File: config.mk
export PLATFORM = sky130hd
export DESIGN_NAME = bsr_regs
export DESIGN_NICKNAME = d
export VERILOG_FILES = /design/src/bsr_pkg.sv /design/src/bsr_regs.sv
export SDC_FILE = /design/constraint.sdc
export NUM_CORES = 1
export LEC_CHECK = 0
export BUFFER_PORTS_ARGS = -buffer_cell sky130_fd_sc_hd__buf_2
export CAP_MARGIN = 20
export CORE_UTILIZATION = 28
export DETAILED_ROUTE_END_ITERATION = 16
export GPL_TIMING_DRIVEN = 0
export PLACE_DENSITY = 0.48
export SETUP_SLACK_MARGIN = 0.02
export SYNTH_ARGS = -nofsm -noshare
export SYNTH_HDL_FRONTEND = slang
export SYNTH_SLANG_ARGS = --single-unit
export TNS_END_PERCENT = 20
File: constraint.sdc
create_clock -name mclk_i -period 2.1 [get_ports mclk_i]
set_input_delay 0.315 -clock mclk_i [delete_from_list [all_inputs] [get_ports mclk_i]]
set_output_delay 0.315 -clock mclk_i [all_outputs]
set_load 0.05 [all_outputs]
File: src/bsr_pkg.sv
/*
  Package for the backlight status and identity register slice: offsets,
  field positions, reset values, timing constants and carrier structs.
  Assumes an 8-bit register port decoded by the serial front end.
*/
package bsr_pkg;
  localparam logic [7:0] OFS_IDENTITY = 8'h03;
  localparam logic [7:0] OFS_FULL_DUTY = 8'h04;
  localparam logic [7:0] OFS_THERM_UPPER = 8'h05;
  localparam logic [7:0] OFS_THERM_LOWER = 8'h06;
  localparam logic [7:0] OFS_NVM_CTRL = 8'h72;

  localparam logic [7:0] RST_FULL_DUTY = 8'h00;
  localparam logic [7:0] RST_NVM_CTRL = 8'h00;
  localparam logic [10:0] RST_THERM = 11'h000;

  localparam int BIT_IDLE = 7;
  localparam int BIT_UNLOCK = 2;
  localparam int BIT_BURN = 1;
  localparam int BIT_LOAD = 0;
  localparam int NUM_CHANNELS = 6;

  // Burn and load both take about this long
  localparam int NVM_OP_MS = 200;
  localparam int CLK_HZ = 10_000_000;
  localparam int NVM_OP_CYCLES = (NVM_OP_MS * (CLK_HZ / 1000));

  typedef struct packed {
    logic wr;
    logic rd;
    logic [7:0] addr;
    logic [7:0] wdata;
  } bsr_req_t;

  typedef struct packed {
    logic panel_flag;
    logic [3:0] maker_code_field;
    logic [2:0] revision_code_field;
  } bsr_ident_t;
endpackage : bsr_pkg

File: src/bsr_regs.sv
/*
  Register slice of a backlight driver: identity, forced full duty per
  channel, latched die thermal reading, and NVM controller status.
  Assumes a serial front end that presents one-cycle read and write
  strobes, and an NVM engine that reports its own completion.
*/
`timescale 1ns/1ps
module bsr_regs #(
  parameter int NVM_CYCLES = bsr_pkg::NVM_OP_CYCLES,
  parameter logic [7:0] IDENT_VALUE = 8'h5a // Arbitrary neutral identity
) (
  input wire logic mclk_i,
  input wire logic srst_i,
  input wire bsr_pkg::bsr_req_t req_i,
  input wire logic [10:0] therm_i,
  input wire logic [5:0] pwm_i,
  input wire logic nvm_done_i,
  output logic [7:0] rdata_o,
  output logic [5:0] led_o,
  output logic nvm_burn_o,
  output logic nvm_load_o
);
  localparam int CW = $clog2(NVM_CYCLES + 1);

  logic [5:0] full_duty;
  logic [2:0] nvm_ctrl;
  logic [10:0] therm_cap;
  logic busy;
  logic [CW-1:0] op_cnt;

  bsr_pkg::bsr_ident_t ident;
  assign ident = bsr_pkg::bsr_ident_t'(IDENT_VALUE);

  // One comparator shape for every register select
  function automatic logic addr_is(input logic [7:0] addr, input logic [7:0] ofs);
    return addr == ofs;
  endfunction : addr_is

  wire hit_ident = addr_is(req_i.addr, bsr_pkg::OFS_IDENTITY);
  wire hit_duty = addr_is(req_i.addr, bsr_pkg::OFS_FULL_DUTY);
  wire hit_nvm = addr_is(req_i.addr, bsr_pkg::OFS_NVM_CTRL);
  wire hit_upper = addr_is(req_i.addr, bsr_pkg::OFS_THERM_UPPER);
  wire hit_lower = addr_is(req_i.addr, bsr_pkg::OFS_THERM_LOWER);
  wire wr_duty = req_i.wr && hit_duty;
  wire wr_nvm = req_i.wr && hit_nvm;
  wire rd_ident = req_i.rd && hit_ident;
  wire rd_duty = req_i.rd && hit_duty;
  wire rd_upper = req_i.rd && hit_upper;
  wire rd_lower = req_i.rd && hit_lower;
  wire rd_nvm = req_i.rd && hit_nvm;
  // Start only on a rising burn/load with unlock already held
  wire unlocked = nvm_ctrl[bsr_pkg::BIT_UNLOCK];
  wire start_burn = wr_nvm && unlocked && !busy && req_i.wdata[bsr_pkg::BIT_BURN]
                    && !nvm_ctrl[bsr_pkg::BIT_BURN];
  wire start_load = wr_nvm && unlocked && !busy && req_i.wdata[bsr_pkg::BIT_LOAD]
                    && !nvm_ctrl[bsr_pkg::BIT_LOAD];
  wire op_end = busy && (nvm_done_i || op_cnt == CW'(1));

  // Upper read returns live bits while latching all eleven
  logic [7:0] next_rdata;
  always_comb begin
    case (req_i.addr)
      bsr_pkg::OFS_IDENTITY: next_rdata = ident;
      bsr_pkg::OFS_FULL_DUTY: next_rdata = {2'h0, full_duty};
      bsr_pkg::OFS_THERM_UPPER: next_rdata = therm_i[10:3];
      bsr_pkg::OFS_THERM_LOWER: next_rdata = {therm_cap[2:0], 5'h00};
      bsr_pkg::OFS_NVM_CTRL: next_rdata = {!busy, 4'h0, nvm_ctrl};
      default: next_rdata = 8'h00;
    endcase
  end

  always_ff @(posedge mclk_i) begin
    if (srst_i) begin
      full_duty <= bsr_pkg::RST_FULL_DUTY[5:0];
      nvm_ctrl <= bsr_pkg::RST_NVM_CTRL[2:0];
      therm_cap <= bsr_pkg::RST_THERM;
      rdata_o <= 8'h00;
    end else begin
      if (wr_duty) full_duty <= req_i.wdata[5:0];
      if (wr_nvm) nvm_ctrl <= req_i.wdata[2:0];
      if (rd_upper) therm_cap <= therm_i;
      if (req_i.rd) rdata_o <= next_rdata;
    end
  end

  always_ff @(posedge mclk_i) begin
    if (srst_i) begin
      busy <= 1'b0;
      op_cnt <= '0;
      nvm_burn_o <= 1'b0;
      nvm_load_o <= 1'b0;
    end else begin
      nvm_burn_o <= start_burn;
      nvm_load_o <= start_load && !start_burn;
      if (start_burn || start_load) begin
        busy <= 1'b1;
        op_cnt <= CW'(NVM_CYCLES);
      end else if (op_end) begin
        busy <= 1'b0;
        op_cnt <= '0;
      end else if (busy) begin
        op_cnt <= op_cnt - CW'(1);
      end
    end
  end

  always_ff @(posedge mclk_i) begin
    if (srst_i) led_o <= 6'h00;
    else led_o <= pwm_i | full_duty;
  end

  // Busy length counter; a repetition this long would not unroll
  logic [CW-1:0] busy_len;
  always_ff @(posedge mclk_i) begin
    if (srst_i || !busy) busy_len <= '0;
    else busy_len <= busy_len + CW'(1);
  end
endmodule : bsr_regs

==> flow_metrics.tcl, run 1 <==
set metrics [dict create \
    post_route_cells_drive_above_1_share 0.284 \
    firstDrtPassIters 4 \
    die_w_um 96.0 \
    endpoint "op_cnt[18]$_SDFFE_PP0P_" \
    crit_path_start "op_cnt[14]$_SDFFE_PP0P_" \
    drc 0 \
    async_reset_ff_frac 0 \
    grt_pass1_vias 2069 \
    crit_slowest_cell "or4_4" \
    antenna_found_initial 0 \
    synth_top_family_by_area "simple AND/OR/NAND/NOR gates" \
    hp-class "in -> reg" \
    postCtsHoldBufs 0 \
    synth-xor-area-share 0.0177 \
    cts_buffer_depth 2 \
    critical_path_class "reg -> reg" \
    overflow 0 \
    p_total_mw 1.72 \
    critical_path_buf_inv_count 1 \
    cts_made_buffers 5 \
    r2r_cells 6 \
    synth_area_leaders "dfxtp_1, nor2_1, nand2_1, a21oi_1, nand3_1" \
    timing.rr.start "op_cnt[14]$_SDFFE_PP0P_" \
    synth_flop_cell "dfxtp_1" \
    synth-simple-area-share 0.314 \
    ys_seq_elements 50 \
    ys_warn_count 0 \
    grt_pass1_wl_um 10900 \
    period_share 1.00 \
    slew_violations 0 \
    p_leak_nw 1.27 \
    yosysTopAreaCellShare 0.404 \
    synth_compound_area_frac 0.183 \
    syn-cell-area_mm2 0.00248 \
    finalClockSkew_ns 0.00848 \
    final_common_cell "buf_2" \
    synth_edf_count 0 \
    syn_nets 330 \
    arrival_ns 2.28 \
    hold_start "pwm_i[4]" \
    gp_congestion 0.760 \
    met2_usage 0.234 \
    track_usage 0.157 \
    io-pin-count 54 \
    cts_root_buffer "clkbuf_8" \
    hold_depth 3 \
    start_util 0.295 \
    ys_types 56 \
    cts_tree "done" \
    cap_violations 0 \
    r2r_end "op_cnt[18]$_SDFFE_PP0P_" \
    synthAdderAreaFrac 0.0101 \
    ant_nets 0 \
    cp.depth 6 \
    timing.critical_path.mode_cell "a211oi_2" \
    clock-sinks 50 \
    nets 391 \
    grt_use_met3 0.0245 \
    rsz0062_at_grt "true" \
    instances_no_fill 457 \
    die_h_um 96.0 \
    path_cells "or4_4 -> nor4_4 -> a31oi_4 -> buf_6 -> a211oi_2 -> a211oi_2" \
    status "completed" \
    max_clock_freq_mhz 476 \
    setup_viol 0 \
    worst-slew-pin-transition_ns 0.720 \
    via_count 2368 \
    cp.required_ns 2.28 \
    dp.final_hpwl_um 5050 \
    muxShareOfSynthArea 0.0243 \
    clkTransAtPathRegs_ns 0.10 \
    area_growth_syn_to_layout_pct 23.1 \
    start_kind "register" \
    setup_ws_ns 0.0000910 \
    num_antenna_cells 0 \
    cp_max_fo 10 \
    hold_viol 0 \
    max_stage_delay_ns 0.57 \
    gr-usage-met1 0.226 \
    synth_top_area_cell "dfxtp_1" \
    cp-end-kind "register" \
    synthCells 290 \
    die-area_mm2 0.00922 \
    vias_per_cell 5.18 \
    ir_drop_mv 0.219 \
    seq_area_frac_synth 0.404 \
    dp_slack_ns -0.162 \
    reg2reg_slack_ns 0.00009 \
    wire_per_inst_um 15.1 \
    final.min_clock_period_ns 2.10 \
    rows 33 \
    worstSkewPairLatency_ns 0.31 \
    holdWs_ns 0.200 \
    power.density_mw_per_mm2 565 \
    grt_start_max_net_pins 17 \
    placedCellCount 445 \
    most-common-layout-cells "buf_2, dfxtp_1, nor2_1" \
    path_delay_family "simple AND/OR/NAND/NOR gates" \
    wirelength_um 6910 \
    busiest_layer "met2" \
    slew_headroom 0.519 \
    io_buffers 50 \
    core_area_mm2 0.00838 \
    drtIter0Drc 150 \
    synth.avg_cell_area_um2 8.54 \
    cts_htree_levels 2 \
]
[how the worst min path moves through the flow]
| stage | to | slack, ns |
|---|---|---|
| 2_1_floorplan | led_o[0]$_SDFF_PP0_ | 0.43 |
| 3_3_place_gp | therm_cap[2]$_SDFFE_PP0P_ | 0.45 |
| 3_5_place_dp | therm_cap[0]$_SDFFE_PP0P_ | 0.45 |
| 4_1_cts | led_o[0]$_SDFF_PP0_ | 0.19 |
| 5_1_grt | led_o[1]$_SDFF_PP0_ | 0.21 |
| 6_report | led_o[4]$_SDFF_PP0_ | 0.20 |
[layout make-up]
type	count	area (µm²)
plain buffers	16	88.8
inverters	8	30.0
clock inverters	2	16.3
flip-flops and latches	50	1010
well taps	105	131
multi-input cells	216	1410
repair buffers	54	280
clock buffers	6	82.6
fillers	888	5330
[flip-flops by register name, summed over array words and instances, names as in the netlist]
| signal | cells |
|---|---|
| full_duty | 6 |
| led_o | 6 |
| busy | 1 |
| rdata_o | 8 |
| nvm_load_o | 1 |
| nvm_burn_o | 1 |
| therm_cap | 3 |
| op_cnt | 21 |
| nvm_ctrl | 3 |
[cell usage after synthesis, types with 3 or more instances]
cell and instances:
nor2b_1 3, or3_1 4, mux2i_1 6, nor4_1 6
and3_1 7, o31ai_1 3, inv_1 8, nor3_1 8
nor3_2 3, nand3_1 15, xnor2_1 5, and3b_1 3
clkbuf_1 9, buf_6 3, nor2_1 39, nand2_1 29
a221o_1 4, o22ai_1 4, a22oi_1 5, a21oi_1 18
nand4_1 4, dfxtp_1 50, a31oi_1 4
[worst register-to-register path, stage by stage (launching register included)]
cell,delay (ns)
dfxtp_2,0.33
or4_4,0.57
nor4_4,0.42
a31oi_4,0.18
buf_6,0.21
a211oi_2,0.20
a211oi_2,0.06
[layer usage]
layer / wire [µm] / up-vias
met3: 261 / 9
met2: 3100 / 51
li1: - / 1187
met4: 114 / 0
met1: 3440 / 1121
met5: 0 / -
[power breakdown]
| group | total, mW | switching (mW) | internal [mW] |
|---|---|---|---|
| combinational | 0.140 | 0.0922 | 0.0481 |
| sequential | 0.955 | 0.00132 | 0.954 |
| clock | 0.626 | 0.354 | 0.272 |
[per-stage QoR]
stage                     TNS, ns   util  cell area [µm²]
after floorplan                 0      -             2480
after global placement      -1.00  0.341             2860
after detailed placement    -1.91  0.341             2860
after CTS                       0  0.354             2960
after global routing       -0.150  0.364             3050
final                           0  0.364             3050
[logic make-up after synthesis]
family | Yosys count
flip-flops | 50
AO/OA/AOI/OAI | 61
multiplexers | 6
adder cells (fa/ha/maj) | 2
XOR/XNOR | 5
AND/OR/NAND/NOR | 142
buffers and inverters | 24
[repair_timing]
| action | CTS | global route |
|---|---|---|
| resized for setup | 2 | 17 |
| pin swaps | 0 | 11 |
| buffers inserted | 0 | 4 |
| endpoints found under the setup margin | 3 | 27 |
Note: power is estimated with default switching activity, not from simulation.
==> run 2: changes to the inputs <==
--- a/config.mk
+++ b/config.mk
@@ -7,7 +7,9 @@
 export LEC_CHECK = 0
 export BUFFER_PORTS_ARGS = -buffer_cell sky130_fd_sc_hd__buf_2
 export CAP_MARGIN = 20
+export CORE_ASPECT_RATIO = 0.6
 export CORE_UTILIZATION = 28
+export CTS_BUF_LIST = sky130_fd_sc_hd__clkbuf_4
 export DETAILED_ROUTE_END_ITERATION = 16
 export GPL_TIMING_DRIVEN = 0
 export PLACE_DENSITY = 0.48
==> run 2 against run 1 <==
  * Sequential share of layout area rose by 0.055 points
  * Final area barely moved
  * Final cell count increased by 2.4%
  * First-iteration DRC count grew 2.0%
  * Largest power group unchanged
==> flow_metrics.tcl, run 2 (same netlist as run 1, synthesis figures left out) <==
set metrics [dict create \
    num_antenna_cells 0 \
    die_h_um 74.8 \
    via_count 2423 \
    status "completed" \
    post_route_cells_drive_above_1_share 0.275 \
    most-common-layout-cells "buf_2, dfxtp_1, nor2_1" \
    multi_input_area_mm2 0.00139 \
    worstSkewPairLatency_ns 0.39 \
    clkTransAtPathRegs_ns 0.18 \
    cp_max_fo 6 \
    hold_viol 0 \
    cp-end-kind "register" \
    die-area_mm2 0.00924 \
    rsz0062_at_grt "true" \
    placed_cell_area_mm2 0.00287 \
    critical_path_class "reg -> reg" \
    setup_viol 0 \
    core_area_mm2 0.00856 \
    wire_per_inst_um 16.0 \
    gr-usage-met1 0.266 \
    firstDrtPassIters 5 \
    max_stage_delay_ns 0.57 \
    met2_usage 0.215 \
    worst-slew-pin-transition_ns 0.713 \
    grt_use_met3 0.0341 \
    wirelength_um 7480 \
    cap_violations 0 \
    largest_reg_flops 21 \
    io_buffers 50 \
    vias_per_cell 5.18 \
    final.min_clock_period_ns 2.07 \
    die_w_um 123 \
    placedCellCount 452 \
    p_total_mw 1.71 \
    grt_pass1_vias 2134 \
    fill_cells 916 \
    track_usage 0.166 \
    grt_start_max_net_pins 18 \
    grt_pass1_wl_um 11400 \
    final_common_cell "buf_2" \
    rows 26 \
    cts_made_buffers 5 \
    dp.final_hpwl_um 5410 \
    finalInstanceArea_mm2 0.00305 \
    drtIter0Drc 153 \
    period_share 0.984 \
    antenna_found_initial 0 \
    max_clock_freq_mhz 484 \
    reg_top3 "op_cnt (21), rdata_o (8)" \
    layout.area.seq_mm2 0.00101 \
    p_leak_nw 1.29 \
    cp.required_ns 2.35 \
    overflow 0 \
    ir_drop_mv 0.202 \
    largest_register "op_cnt" \
    cts_buffer_depth 2 \
    slew_headroom 0.524 \
    instances_no_fill 468 \
    finalClockSkew_ns 0.0267 \
    gp_congestion 0.824 \
    clock-sinks 50 \
    io-pin-count 54 \
    cts_root_buffer "clkbuf_4" \
    arrival_ns 2.31 \
    power.density_mw_per_mm2 562 \
    ant_nets 0 \
    start_kind "register" \
    drc 0 \
    slew_violations 0 \
    path_cells "or4_4 -> nor4_4 -> a31oi_4 -> buf_6 -> a211oi_4 -> a211oi_2" \
    busiest_layer "met1" \
    nets 395 \
    hp-class "in -> reg" \
    cts_htree_levels 2 \
    area_growth_syn_to_layout_pct 23.1 \
    start_util 0.289 \
    crit_slowest_cell "or4_4" \
    cts_tree "done" \
]
run 2: area by class of cell:
cell class / instances / area share
inverter: 8 / 0.00985
tap: 112 / 0.0460
buffer: 16 / 0.0279
timing repair buffer: 58 / 0.101
multi-input combinational: 216 / 0.456
sequential: 50 / 0.331
clock inverter: 3 / 0.0156
clock buffer: 5 / 0.0123
run 2: power by group:
| part | internal, mW | switching, mW |
|---|---|---|
| Combinational | 0.0479 | 0.0959 |
| Clock | 0.257 | 0.356 |
| Sequential | 0.954 | 0.00159 |
run 2: repair_timing:
action | CTS | global route
buffers inserted | 0 | 7
setup endpoints to repair | 7 | 21
hold buffers | 0 | 0
cloned | 0 | 1
gates resized for setup | 4 | 7
pin swaps | 0 | 3
run 2: path summary, 6_finish.rpt:
check | to | cells after the start | from | slack [ns]
worst max-delay path | op_cnt[18]$_SDFFE_PP0P_ | 6 | op_cnt[12]$_SDFFE_PP0P_ | 0.03
worst min-delay path | led_o[1]$_SDFF_PP0_ | 3 | pwm_i[1] | 0.11
worst max register to register | op_cnt[18]$_SDFFE_PP0P_ | 6 | op_cnt[12]$_SDFFE_PP0P_ | 0.03
worst min register to register | therm_cap[0]$_SDFFE_PP0P_ | 2 | therm_cap[0]$_SDFFE_PP0P_ | 0.47
run 2: worst max-delay path, delay by kind of cell (launching register included):
family                 cells  cell delay [ns]
flip-flops                 1             0.35
AND/OR/NAND/NOR            2             0.94
buffers and inverters      1             0.19
AO/OA/AOI/OAI              3             0.45
run 2: per-stage QoR:
step,util,setup TNS (ns),setup slack (ns),hold slack [ns]
after CTS,0.347,-0.0228,-0.0228,0.0915
after global routing,0.356,-0.245,-0.0547,0.102
final,0.356,0,0.0340,0.107
after global placement,0.335,-0.965,-0.152,0.445
after floorplan,-,0,0.179,0.431
after detailed placement,0.335,-0.697,-0.111,0.452
run 2: routing by layer:
layer  vias up  share of wire
met4         0         0.0076
met3         4          0.057
met2        74           0.38
met5         -              0
met1      1152           0.56
li1       1193              -
==> run 3: changes to the inputs <==
--- a/config.mk
+++ b/config.mk
@@ -5,15 +5,16 @@
 export SDC_FILE = /design/constraint.sdc
 export NUM_CORES = 1
 export LEC_CHECK = 0
-export BUFFER_PORTS_ARGS = -buffer_cell sky130_fd_sc_hd__buf_2
 export CAP_MARGIN = 20
 export CORE_ASPECT_RATIO = 0.6
 export CORE_UTILIZATION = 28
 export CTS_BUF_LIST = sky130_fd_sc_hd__clkbuf_4
 export DETAILED_ROUTE_END_ITERATION = 16
+export DONT_BUFFER_PORTS = 1
 export GPL_TIMING_DRIVEN = 0
-export PLACE_DENSITY = 0.48
+export PLACE_DENSITY = 0.42
 export SETUP_SLACK_MARGIN = 0.02
+export SLEW_MARGIN = 10
 export SYNTH_ARGS = -nofsm -noshare
 export SYNTH_HDL_FRONTEND = slang
 export SYNTH_SLANG_ARGS = --single-unit
==> run 3 against run 2 <==
  * Worst setup slack got worse by 0.0015 ns
  * Wire length shrank 1.0%
  * Final cell count down 11%
  * Clock power is 17% lower
  * Hold slack got worse by 0.084 ns
  * Die area did not move
  * Highest routed layer unchanged
==> flow_metrics.tcl, run 3 (same netlist as run 1, synthesis figures left out) <==
set metrics [dict create \
    cts_buffer_depth 2 \
    io_buffers 0 \
    largest_register "op_cnt" \
    dp_slack_ns -0.0362 \
    busiest_layer "met1" \
    cts_tree "done" \
    ir_drop_mv 0.222 \
    crit_path_start "op_cnt[13]$_SDFFE_PP0P_" \
    grt_pass1_wl_um 11200 \
    clock-sinks 50 \
    setup-tns-final_ns 0 \
    status "completed" \
    period_share 0.984 \
    worst-slew-pin-transition_ns 0.798 \
    slew_headroom 0.468 \
    cp.required_ns 2.36 \
    post_route_cells_drive_above_1_share 0.151 \
    firstDrtPassIters 4 \
    dp.final_hpwl_um 5480 \
    antenna_found_initial 0 \
    vias_per_cell 5.37 \
    core_area_mm2 0.00856 \
    rsz0062_at_grt "true" \
    overflow 0 \
    die-area_mm2 0.00924 \
    setup_ws_ns 0.0326 \
    arrival_ns 2.33 \
    cts_root_buffer "clkbuf_4" \
    fin_util 0.327 \
    power.density_mw_per_mm2 562 \
    cts_htree_levels 2 \
    die_h_um 74.8 \
    gr-usage-met1 0.271 \
    grt_pass1_vias 1971 \
    most-common-layout-cells "dfxtp_1, nor2_1, nand2_1" \
    reg2reg_slack_ns 0.03 \
    cap_violations 0 \
    worstSkewPairLatency_ns 0.40 \
    r2r_end "op_cnt[18]$_SDFFE_PP0P_" \
    drc 0 \
    reg_top3 "op_cnt (21), rdata_o (8)" \
    final.min_clock_period_ns 2.07 \
    gp_congestion 0.748 \
    hp-class "in -> reg" \
    slew_violations 0 \
    r2r_cells 6 \
    via_count 2238 \
    num_antenna_cells 0 \
    grt_start_max_net_pins 19 \
    critical_path_class "reg -> reg" \
    io-pin-count 54 \
    ant_nets 0 \
    endpoint "op_cnt[18]$_SDFFE_PP0P_" \
    die_w_um 123 \
    rows 26 \
    clkTransAtPathRegs_ns 0.18 \
    cp-end-kind "register" \
    setup_viol 0 \
    met2_usage 0.196 \
    start_kind "register" \
    p_leak_nw 1.06 \
    area_growth_syn_to_layout_pct 12.9 \
    holdWs_ns 0.0226 \
    finalInstanceArea_mm2 0.00280 \
    finalClockSkew_ns 0.0210 \
    hold_viol 0 \
    placed_cell_area_mm2 0.00262 \
    start_util 0.289 \
    largest_reg_flops 21 \
    nets 344 \
    grt_use_met3 0.0462 \
    max_clock_freq_mhz 484 \
    wire_per_inst_um 17.8 \
    drtIter0Drc 131 \
    cts_made_buffers 5 \
    cp_max_fo 10 \
    track_usage 0.164 \
    timing.rr.start "op_cnt[13]$_SDFFE_PP0P_" \
    wirelength_um 7400 \
    final_common_cell "dfxtp_1" \
]
[run 3: cell count changes in the layout (fill, tap and decap cells not counted), moves of 2 or more]
cell           change
buf_2             -52
buf_4              -4
dlygate4sd3_1      +3
nor2_1             -2
nor2_2             +2
[run 3: worst min-delay path by stage]
stage	to	depth (start not counted)	start	slack, ns
floorplan	led_o[0]$_SDFF_PP0_	2	pwm_i[0]	0.43
global placement	led_o[4]$_SDFF_PP0_	2	pwm_i[4]	0.43
detailed placement	led_o[4]$_SDFF_PP0_	2	pwm_i[4]	0.44
CTS	led_o[3]$_SDFF_PP0_	2	pwm_i[3]	0.01
global route	led_o[1]$_SDFF_PP0_	2	pwm_i[1]	0.01
finish	led_o[3]$_SDFF_PP0_	2	pwm_i[3]	0.02
[run 3: critical path: stages, from the launching register on]
cell      delay, ns
dfxtp_2        0.37
or4_4          0.58
nor4_4         0.35
a31oi_4        0.18
buf_6          0.20
a211oi_2       0.20
a211oi_2       0.06
[run 3: repair_timing]
action / in CTS / in global routing
pin swaps: 2 / 2
buffers inserted: 3 / 1
endpoints found under the setup margin: 15 / 20
gates cloned: 0 / 0
resized for setup: 3 / 10
hold endpoints to repair: 3 / 0
hold buffers: 3 / 0
[run 3: area by class of cell]
| cell class | count | area [µm²] |
|---|---|---|
| fillers | 892 | 5760 |
| inverters | 8 | 30.0 |
| flip-flops and latches | 50 | 1010 |
| clock buffers | 5 | 37.5 |
| plain buffers | 16 | 91.3 |
| repair buffers | 7 | 72.6 |
| well taps | 112 | 140 |
| multi-input cells | 216 | 1390 |
| clock inverters | 3 | 26.3 |
[run 3: per-layer routing]
metal	part of all wire	routed length, µm	vias to the layer above
li1	-	-	1094
met2	0.37	2750	70
met3	0.065	483	7
met1	0.56	4110	1067
met4	0.0074	55	0
met5	0	0	-
[run 3: stage by stage]
stage               cells  power (mW)
CTS                   416        1.60
detailed placement    402        1.07
global route          417        1.64
floorplan             290        1.05
global placement      402        1.07
finish                417        1.57
[run 3: power by group]
group	total, mW	leakage (nW)	switching, mW	internal, mW
clock network	0.506	0.0362	0.364	0.142
logic	0.0836	0.616	0.0524	0.0313
registers	0.980	0.406	0.0244	0.956
